File: src/rtl/dp_slave_pkg.sv
// constants, codes and carrier types of the fieldbus slave block
// assumes a byte-wide link front end that delivers telegram octets
package dp_slave_pkg;

  // register offsets (byte addresses, one word each)
  localparam logic [7:0] REG_CONTROL = 8'h00;
  localparam logic [7:0] REG_STATUS  = 8'h04;
  localparam logic [7:0] REG_LENGTHS = 8'h08;
  localparam logic [7:0] REG_ERROR   = 8'h0C;

  // control register fields
  localparam int CTL_LEN_MAX   = 0;  // lengths are maxima
  localparam int CTL_CLR_EXT   = 1;  // write one clears external diagnosis

  // status register fields
  localparam int STS_READY     = 0;
  localparam int STS_CFG_FAULT = 1;
  localparam int STS_DPV1      = 2;
  localparam int STS_EXT_DIAG  = 3;
  localparam int STS_C2_OPEN   = 4;
  localparam int STS_PRM_DONE  = 5;
  localparam int STS_CFG_OK    = 6;

  // lengths register field position
  localparam int LEN_OUT_POS   = 16;

  // parameterization: octet 8 (index 7), bit 7 enables the extended mode
  localparam logic [7:0] PRM_EXT_INDEX = 8'h07;
  localparam int         PRM_EXT_BIT   = 7;

  // identifier octet fields
  localparam int ID_IN_BIT   = 4;
  localparam int ID_OUT_BIT  = 5;
  localparam int ID_WORD_BIT = 6;

  // diagnosis layout
  localparam logic [3:0] DIAG_STD_LAST  = 4'h5;  // six standard bytes
  localparam logic [3:0] DIAG_EXT_FIRST = 4'h6;
  localparam logic [3:0] DIAG_V1_LAST   = 4'h9;  // four-byte part
  localparam logic [7:0] DIAG_V1_HEAD   = 8'h81;
  localparam logic [7:0] DIAG_V1_PAD    = 8'h00;
  localparam logic [7:0] DIAG_NO_MASTER = 8'hFF;
  localparam logic [7:0] DIAG_ZERO      = 8'h00;
  localparam int ST1_NOT_READY = 1;
  localparam int ST1_CFG_FAULT = 2;
  localparam int ST1_EXT_DIAG  = 3;
  localparam int ST2_PRM_REQ   = 0;
  localparam int ST2_FIXED_ONE = 2;

  // acyclic and extended service requests
  typedef enum logic [3:0] {
    SVC_C1_READ   = 4'h0, SVC_C1_WRITE = 4'h1,
    SVC_C2_OPEN   = 4'h2, SVC_C2_READ  = 4'h3,
    SVC_C2_WRITE  = 4'h4, SVC_C2_CLOSE = 4'h5,
    SVC_ALARM_ACK = 4'h6, SVC_ISOCHRON = 4'h7,
    SVC_DXB_PUB   = 4'h8, SVC_DXB_SUB  = 4'h9,
    SVC_UPLOAD    = 4'hA, SVC_DOWNLOAD = 4'hB,
    SVC_TIME_SYNC = 4'hC, SVC_REDUND   = 4'hD
  } svc_code_type;

  // diagnosis sender states, gray from idle through standard to extended
  typedef enum logic [1:0] {
    DG_IDLE = 2'b00, DG_STD = 2'b01, DG_EXT = 2'b11
  } diag_state_type;

  // octet stream from the link
  typedef struct packed {
    logic       valid;
    logic [7:0] data;
    logic       last;
  } octet_type;

  // service request from the link
  typedef struct packed {
    logic         valid;
    svc_code_type code;
  } svc_req_type;

endpackage : dp_slave_pkg

File: src/rtl/dp_slave_cfg_diag.sv
// configuration check, diagnosis framing and service gating of the slave
// assumes link octet streams and requests synchronous to clock
`timescale 1ns/100ps
`default_nettype none
module dp_slave_cfg_diag
  import dp_slave_pkg::*;
#(
  parameter int          MAX_IN_LEN  = 244,    // permitted input bytes
  parameter int          MAX_OUT_LEN = 244,    // permitted output bytes
  parameter logic [15:0] IDENT_CODE  = 16'h0F0F // arbitrary value
) (
  input  wire logic        clock,
  input  wire logic        rst,
  input  wire logic [7:0]  addr,        // register byte address
  input  wire logic [31:0] wdata,       // register write data
  input  wire logic        wr_stb,      // register write strobe
  input  wire logic        rd_stb,      // register read strobe
  output logic      [31:0] rdata,       // read data, cycle after strobe
  input  wire octet_type   prm_in,      // parameterization octets
  input  wire octet_type   cfg_in,      // configuration octets
  input  wire logic        diag_req,    // diagnostic poll
  output octet_type        diag_out,    // diagnosis octets
  input  wire svc_req_type svc_in,      // service request
  output logic             svc_done,    // request accepted, pulse
  output logic             svc_refused, // request refused, pulse
  input  wire logic        err_valid,   // internal error event
  input  wire logic [7:0]  err_num,     // internal error number
  output logic             xchg_ready,  // cyclic exchange allowed
  output logic             len_is_max,  // lengths are maxima
  output logic      [12:0] in_len,      // checked input bytes
  output logic      [12:0] out_len      // checked output bytes
);

  // refuse limits the length counters cannot hold
  if (MAX_IN_LEN < 1 || MAX_IN_LEN > 4095 ||
      MAX_OUT_LEN < 1 || MAX_OUT_LEN > 4095) begin : g_bad_len
    $error("length limits out of range");
  end

  localparam logic [12:0] MAX_IN  = 13'(MAX_IN_LEN);
  localparam logic [12:0] MAX_OUT = 13'(MAX_OUT_LEN);

  // whole state of the block
  typedef struct packed {
    diag_state_type dst;       // diagnosis sender state
    logic [3:0]     idx;       // diagnosis byte index
    logic           snap_v1;   // mode at poll
    logic           snap_ext;  // error part present at poll
    logic [7:0]     snap_err;  // error number at poll
    octet_type      dout;      // diagnosis output
    logic           cfg_busy;  // inside a configuration telegram
    logic [12:0]    acc_in;    // running input bytes
    logic [12:0]    acc_out;   // running output bytes
    logic [12:0]    in_len;    // committed input bytes
    logic [12:0]    out_len;   // committed output bytes
    logic           cfg_ok;    // last configuration passed
    logic           cfg_fault; // last configuration failed
    logic           prm_done;  // parameterized
    logic [7:0]     prm_cnt;   // parameter octet index
    logic           dpv1;      // extended mode selected
    logic           len_max;   // length byte option
    logic           ext_diag;  // external diagnosis pending
    logic [7:0]     err;       // latched error number
    logic           ready;     // cyclic exchange allowed
    logic           c2_open;   // class two channel open
    logic           c2_used;   // class two transfer done
    logic           svc_done;  // accept pulse
    logic           svc_ref;   // refuse pulse
    logic [31:0]    rdata;     // read data
  } state_type;

  state_type q;  // registered state
  state_type d;  // next state

  logic [12:0] unit_cnt;  // units of current octet
  logic [12:0] oct_bytes; // bytes of current octet
  logic [12:0] sum_in;    // input total with this octet
  logic [12:0] sum_out;   // output total with this octet
  logic        fault_now; // total over the limit

  // identifier octet size and running totals
  always_comb begin
    unit_cnt  = 13'(cfg_in.data[3:0]) + 13'h0001;
    oct_bytes = cfg_in.data[ID_WORD_BIT] ? {unit_cnt[11:0], 1'b0} : unit_cnt;
    // a shared octet counts toward both directions
    sum_in  = (q.cfg_busy ? q.acc_in : 13'h0000) +
              (cfg_in.data[ID_IN_BIT] ? oct_bytes : 13'h0000);
    sum_out = (q.cfg_busy ? q.acc_out : 13'h0000) +
              (cfg_in.data[ID_OUT_BIT] ? oct_bytes : 13'h0000);
    fault_now = (sum_in > MAX_IN) || (sum_out > MAX_OUT);
  end

  // next state
  always_comb begin
    d = q;
    d.svc_done = 1'b0;
    d.svc_ref  = 1'b0;
    d.rdata    = 32'h0000_0000;

    // parameterization octets
    if (prm_in.valid) begin
      d.prm_cnt = q.prm_cnt + 8'h01;
      if (q.prm_cnt == 8'h00) begin
        d.dpv1 = 1'b0; // short telegram means basic mode
      end
      if (q.prm_cnt == PRM_EXT_INDEX) begin
        d.dpv1 = prm_in.data[PRM_EXT_BIT];
      end
      if (prm_in.last) begin
        d.prm_cnt  = 8'h00;
        d.prm_done = 1'b1;
        d.cfg_ok   = 1'b0; // new configuration must follow
        d.ready    = 1'b0;
        d.c2_open  = 1'b0;
        d.c2_used  = 1'b0;
      end
    end

    // configuration octets
    if (cfg_in.valid) begin
      d.cfg_busy = ~cfg_in.last;
      d.acc_in   = sum_in;
      d.acc_out  = sum_out;
      d.ready    = 1'b0;
      if (cfg_in.last) begin
        // lengths kept as exact sums whatever the length byte option
        d.in_len    = sum_in;
        d.out_len   = sum_out;
        d.cfg_fault = fault_now;
        d.cfg_ok    = ~fault_now &
                      (q.prm_done | (prm_in.valid & prm_in.last));
      end
    end

    // internal error, set wins over clear
    if (wr_stb && addr == REG_CONTROL && wdata[CTL_CLR_EXT]) begin
      d.ext_diag = 1'b0;
    end
    if (err_valid) begin
      d.ext_diag = 1'b1;
      d.err      = err_num;
    end

    // register writes and reads
    if (wr_stb && addr == REG_CONTROL) begin
      d.len_max = wdata[CTL_LEN_MAX];
    end
    if (rd_stb) begin
      case (addr)
        REG_CONTROL: begin
          d.rdata[CTL_LEN_MAX] = q.len_max;
        end
        REG_STATUS: begin
          d.rdata[STS_READY]     = q.ready;
          d.rdata[STS_CFG_FAULT] = q.cfg_fault;
          d.rdata[STS_DPV1]      = q.dpv1;
          d.rdata[STS_EXT_DIAG]  = q.ext_diag;
          d.rdata[STS_C2_OPEN]   = q.c2_open;
          d.rdata[STS_PRM_DONE]  = q.prm_done;
          d.rdata[STS_CFG_OK]    = q.cfg_ok;
        end
        REG_LENGTHS: begin
          d.rdata = {3'b000, q.out_len, 3'b000, q.in_len};
        end
        REG_ERROR: begin
          d.rdata = {24'h00_0000, q.err};
        end
        default: begin
          d.rdata = 32'h0000_0000; // unmapped reads zero
        end
      endcase
    end

    // service gating
    if (svc_in.valid) begin
      d.svc_ref = 1'b1;
      case (svc_in.code)
        SVC_C1_READ, SVC_C1_WRITE: begin
          // channel fixed once the extended mode is parameterized
          if (q.prm_done && q.dpv1) begin
            d.svc_ref  = 1'b0;
          end
        end
        SVC_C2_OPEN: begin
          if (q.prm_done && q.dpv1 && !q.c2_open) begin
            d.svc_ref = 1'b0;
            d.c2_open = 1'b1;
            d.c2_used = 1'b0;
          end
        end
        SVC_C2_READ, SVC_C2_WRITE: begin
          // one transfer per opening
          if (q.c2_open && !q.c2_used) begin
            d.svc_ref = 1'b0;
            d.c2_used = 1'b1;
          end
        end
        SVC_C2_CLOSE: begin
          if (q.c2_open) begin
            d.svc_ref = 1'b0;
            d.c2_open = 1'b0;
            d.c2_used = 1'b0;
          end
        end
        SVC_DXB_PUB: begin
          if (q.ready) begin
            d.svc_ref = 1'b0;
          end
        end
        default: begin
          // alarms, isochronous, subscriber, upload and the rest
          d.svc_ref = 1'b1;
        end
      endcase
      d.svc_done = ~d.svc_ref;
    end

    // diagnosis sender
    d.dout = '0;
    case (q.dst)
      DG_IDLE: begin
        if (diag_req) begin
          d.dst      = DG_STD;
          d.idx      = 4'h0;
          d.snap_v1  = q.dpv1;
          d.snap_ext = q.ext_diag;
          d.snap_err = q.err;
          // ready after a clean configuration; an octet in flight keeps
          // it low, so a poll beside a failing telegram cannot open it
          d.ready    = d.cfg_ok & d.prm_done &
                       ~cfg_in.valid;
        end
      end
      DG_STD: begin
        d.dout.valid = 1'b1;
        case (q.idx)
          4'h0: begin
            d.dout.data = DIAG_ZERO;
            d.dout.data[ST1_NOT_READY] = ~q.ready;
            d.dout.data[ST1_CFG_FAULT] = q.cfg_fault;
            d.dout.data[ST1_EXT_DIAG]  = q.snap_ext;
          end
          4'h1: begin
            d.dout.data = DIAG_ZERO;
            d.dout.data[ST2_PRM_REQ]   = ~q.prm_done;
            d.dout.data[ST2_FIXED_ONE] = 1'b1;
          end
          4'h3: d.dout.data = DIAG_NO_MASTER;
          4'h4: d.dout.data = IDENT_CODE[15:8];
          4'h5: d.dout.data = IDENT_CODE[7:0];
          default: d.dout.data = DIAG_ZERO;
        endcase
        d.idx = q.idx + 4'h1;
        if (q.idx == DIAG_STD_LAST) begin
          d.dout.last = ~q.snap_ext;
          d.dst       = q.snap_ext ? DG_EXT : DG_IDLE;
        end
      end
      DG_EXT: begin
        d.dout.valid = 1'b1;
        d.idx        = q.idx + 4'h1;
        if (!q.snap_v1) begin
          d.dout.data = q.snap_err;
          d.dout.last = 1'b1;
          d.dst       = DG_IDLE;
        end else begin
          // status header so the error number lands in the fourth byte
          case (q.idx)
            DIAG_EXT_FIRST: d.dout.data = DIAG_V1_HEAD;
            DIAG_V1_LAST:   d.dout.data = q.snap_err;
            default:        d.dout.data = DIAG_V1_PAD;
          endcase
          if (q.idx == DIAG_V1_LAST) begin
            d.dout.last = 1'b1;
            d.dst       = DG_IDLE;
          end
        end
      end
      default: begin
        d.dst = DG_IDLE;
      end
    endcase
  end

  // state register
  always_ff @(posedge clock) begin
    if (rst) begin
      q     <= '0;
      q.dst <= DG_IDLE;
    end else begin
      q <= d;
    end
  end

  // outputs
  assign rdata       = q.rdata;
  assign diag_out    = q.dout;
  assign svc_done    = q.svc_done;
  assign svc_refused = q.svc_ref;
  assign xchg_ready  = q.ready;
  assign len_is_max  = q.len_max;
  assign in_len      = q.in_len;
  assign out_len     = q.out_len;

  // checks
  chk_fault_blocks: assert property (@(posedge clock) disable iff (rst)
    q.cfg_fault |-> !xchg_ready)
    else $error("exchange ready despite configuration fault");
  chk_fault_kept: assert property (@(posedge clock) disable iff (rst)
    q.cfg_fault && !cfg_in.valid |=> q.cfg_fault)
    else $error("configuration fault dropped without new telegram");
  chk_error_flag: assert property (@(posedge clock) disable iff (rst)
    err_valid |=> q.ext_diag && q.err == $past(err_num))
    else $error("internal error not latched");
  chk_std_bytes: assert property (@(posedge clock) disable iff (rst)
    q.dst == DG_IDLE && diag_req |=> ##1 (diag_out.valid[*6]))
    else $error("standard diagnosis not six bytes");
  chk_basic_part: assert property (@(posedge clock) disable iff (rst)
    q.dst == DG_EXT && !q.snap_v1 |=>
      diag_out.valid && diag_out.last && diag_out.data == $past(q.snap_err))
    else $error("basic error byte wrong");
  chk_ext_header: assert property (@(posedge clock) disable iff (rst)
    q.dst == DG_EXT && q.snap_v1 && q.idx == DIAG_EXT_FIRST |=>
      diag_out.data == DIAG_V1_HEAD ##1 diag_out.data == DIAG_V1_PAD
      ##1 diag_out.data == DIAG_V1_PAD ##1 diag_out.last)
    else $error("extended diagnosis header wrong");
  chk_iso_refused: assert property (@(posedge clock) disable iff (rst)
    svc_in.valid && svc_in.code == SVC_ISOCHRON |=> svc_refused && !svc_done)
    else $error("isochronous request accepted");
  chk_sub_refused: assert property (@(posedge clock) disable iff (rst)
    svc_in.valid && svc_in.code == SVC_DXB_SUB |=> svc_refused)
    else $error("subscriber request accepted");
  chk_alarm_refused: assert property (@(posedge clock) disable iff (rst)
    svc_in.valid && svc_in.code == SVC_ALARM_ACK |=> svc_refused)
    else $error("alarm request accepted");
  chk_c2_closed: assert property (@(posedge clock) disable iff (rst)
    svc_in.valid && svc_in.code == SVC_C2_READ && !q.c2_open |=> svc_refused)
    else $error("class two transfer on closed channel");
  chk_c1_basic: assert property (@(posedge clock) disable iff (rst)
    svc_in.valid && svc_in.code == SVC_C1_READ && !q.dpv1 |=> svc_refused)
    else $error("class one transfer in basic mode");

endmodule : dp_slave_cfg_diag
`default_nettype wire

File: config.mk
export PLATFORM = sky130hd
export DESIGN_NAME = dp_slave_cfg_diag
export DESIGN_NICKNAME = d
export VERILOG_FILES = /design/src/rtl/dp_slave_pkg.sv /design/src/rtl/dp_slave_cfg_diag.sv
export SDC_FILE = /design/constraint.sdc
export NUM_CORES = 1
export LEC_CHECK = 0
export BUFFER_PORTS_ARGS = -buffer_cell sky130_fd_sc_hd__buf_2
export CAP_MARGIN = 30
export CORE_ASPECT_RATIO = 1.25
export CORE_MARGIN = 3
export CORE_UTILIZATION = 50
export CTS_BUF_LIST = sky130_fd_sc_hd__clkbuf_4 sky130_fd_sc_hd__clkbuf_8
export DETAILED_ROUTE_END_ITERATION = 10
export PLACE_DENSITY_LB_ADDON = 0.15
export SYNTH_ARGS = -nofsm -noshare
export SYNTH_HDL_FRONTEND = slang
export SYNTH_SLANG_ARGS = --single-unit
File: constraint.sdc
create_clock -name clock -period 9.1 [get_ports clock]
set_input_delay 0 -clock clock [delete_from_list [all_inputs] [get_ports clock]]
set_output_delay 0 -clock clock [all_outputs]
set_load 0.01 [all_outputs]
==> metrics.yaml <==
whs_ps: 50.1
hold_viol_final: 0
cts.repair.resized: 0
dp_hpwl_um: 11100
yosysSeqAreaShare_pct: 38.3
syn_area_um2: 6910
wl_um: 16100
cellPowerDensity_nw_per_um2: 160
synthToLayoutAreaGrowth_pct: 13.6
cp-end-kind: "flip-flop"
arrival_ps: 3510
fmax_mhz: 315
period_minus_slack_ps: 3170
setup_viol_count_final: 0
antenna_cells: 0
outcome: "finished, final reports clean"
grt_start_max_net_pins: 75
die_x_um: 111
synth_async_sr_flop_share_pct: 0
min_period_over_period_pct: 34.9
fin_ws_ps: 5930
drc: 0
synth.area.top_cells: "dfxtp_1 (38%), buf_4 (7.4%), nor2_1 (6.1%)"
coreArea_um2: 13400
ios: 151
cts_hold_repair.buffers: 41
clk_pin_slew_ps: 80
synth_ff_type: "dfxtp_1"
leakage_uw: 0.00337
clk_path_buf_depth: 2
post_cts_buffers: 0
cts.sinks: 132
crit_type: "reg2reg"
slowest_delay_ps: 440
grt-ovfl-total: 0
layout.nets: 999
max-slew-margin-rel_pct: 37.9
drive_above_1_share_pct: 17.8
dr.pass1.iters: 5
vias: 5811
finalPower_uw: 1250
grt_usage_pct: 20.9
avgSynthCellArea_um2: 8.25
fp-row-count: 47
drt_iter0_drc: 338
insertion_delay_ps: 440
ys_warn_count: 0
yosysTopAreaCellShare_pct: 38.3
drv_cap: 0
grt_pass1_wl_um: 26300
dp_slack_ps: 5930
portBuffers: 106
cts_tree: "built"
hp-class: "in2reg"
cts_made_buffers: 17
syn_inst: 837
cp_top_family: "compound AO/OA/AOI/OAI gates"
die_h_um: 137
cts_root_buffer: "clkbuf_8"
cp_max_fo: 38
grt_setup_unrepaired: "false"
finClkSkew_ps: 15.4
antenna_found_initial: 0
die-area_um2: 15300
crit_chain: "buf_4 > and2_1 > ha_1 > fa_1 > a211oi_1 > or2_2 > o221ai_2 > a211oi_2 > nor4b_1 > nand4_1 > o21a_1"
required_ps: 9440
wl_per_cell_um: 14.8
ant_nets: 0
worst_slew_pin_slew_ps: 932
start_kind: "flip-flop"
setup_tns_ps: 0
initial_core_util_pct: 51.5
synth-edff-count: 0
viasPerCell: 5.37
peakVddDrop_uv: 84.5
grt_pass1_vias: 5315
yosys.area.top_type: "dfxtp_1"
crit_slowest_cell: "fa_1"
synth.distinct_cells: 71
drv_slew: 0
nFillCells: 1216
synth-seq-cells: 132
cp_num_buf_inv: 1
htree_levels: 4
routabilityCongestion: 0.891
==> state kept, by name, indices dropped and copies added, names as in the netlist <==
name         cells
q               66
rdata           26
in_len          13
out_len         13
diag_out        10
len_is_max       1
svc_done         1
svc_refused      1
xchg_ready       1
==> metrics by stage <==
step	util (%)	instances	cell area, um^2
5_1_grt	58.5	1083	7850
3_3_place_gp	52.1	1009	6990
2_1_floorplan	-	842	6930
4_1_cts	58.3	1082	7820
6_report	58.5	1083	7850
3_5_place_dp	52.1	1009	6990
==> cell usage in the layout, fill, tap and decap left out, drive strengths merged, types with 3 or more instances in the layout <==
cell type,count
dfxtp,132
nor2,113
buf,109
nand2,103
a21oi,61
dlygate4sd3,41
and2,38
mux2i,36
o21ai,23
inv,21
ha,19
clkbuf,18
a211oi,18
nor3,15
nand3,14
nand4,13
xor2,11
a22oi,11
xnor2,9
nand2b,8
mux2,6
conb,6
clkinv,6
or3,5
a21o,5
a32oi,5
nor2b,5
nand4b,3
a31oi,3
and3,3
o21a,3
bufinv,3
nand3b,3
or4,3
nor4b,3
==> cell type report <==
| type | count | area, um^2 | share of cell area, % |
|---|---|---|---|
| multi-input cells | 580 | 3520 | 44.9 |
| flip-flops and latches | 132 | 2640 | 33.7 |
| repair buffers | 150 | 983 | 12.5 |
| clock buffers | 18 | 241 | 3.08 |
| well taps | 171 | 214 | 2.73 |
| clock inverters | 14 | 176 | 2.25 |
| inverters | 18 | 67.6 | 0.861 |
==> tightest hold or removal path, cell delays in order <==
cell and delay (ps):
buf_2 110, nor2_1 80, a211oi_1 50, a31oi_1 140, nor2_1 50
==> cell usage after synthesis (3+ instances only) <==
cell,count
nand3_1,14
nand4_1,13
clkbuf_1,34
mux2i_1,36
a32oi_1,5
a21o_1,5
nor3_1,13
buf_2,3
ha_1,19
mux2_2,6
a22oi_1,11
o21ai_0,20
buf_4,68
or3_1,5
nor2_1,113
inv_1,18
dfxtp_1,132
xor2_1,11
nor2b_1,3
and3_1,3
a211oi_1,16
nand2b_1,8
a21oi_1,61
o21a_1,3
nand2_1,103
xnor2_1,9
buf_1,3
a31oi_1,3
and2_1,38
nand4b_1,3
==> power by group <==
part / total (uW) / leakage (uW) / switching, uW / internal (uW)
Combinational: 128 / 0.00209 / 74.0 / 54.1
Clock: 523 / 0.000207 / 246 / 277
Sequential: 601 / 0.00107 / 10.9 / 590
==> metal layers <==
layer / up-vias / GRT usage (%) / wire length [um]
li1: 2918 / - / -
met1: 2709 / 28.6 / 7550
met2: 166 / 33.2 / 7370
met3: 18 / 5.23 / 980
met4: 0 / 5.41 / 153
met5: - / 0 / 0
==> path summary, 6_finish.rpt <==
| kind | start | end | slack [ps] | cells past startpoint |
|---|---|---|---|---|
| max | q[111] | q[57] | 5930 | 11 |
| min | diag_req | q[136] | 50 | 5 |
| max reg2reg | q[111] | q[57] | 5930 | 11 |
| min reg2reg | q[127] | q[127] | 460 | 2 |
==> cells by family after synthesis <==
logic type	share of synthesized area, %
simple gates	23.4
other cells	0.0543
fa+ha+maj	4.02
mux	6.19
compound gates	14.4
buf+inv	11.1
flops	38.3
xor+xnor	2.54
(Power assumes the default switching activity.)
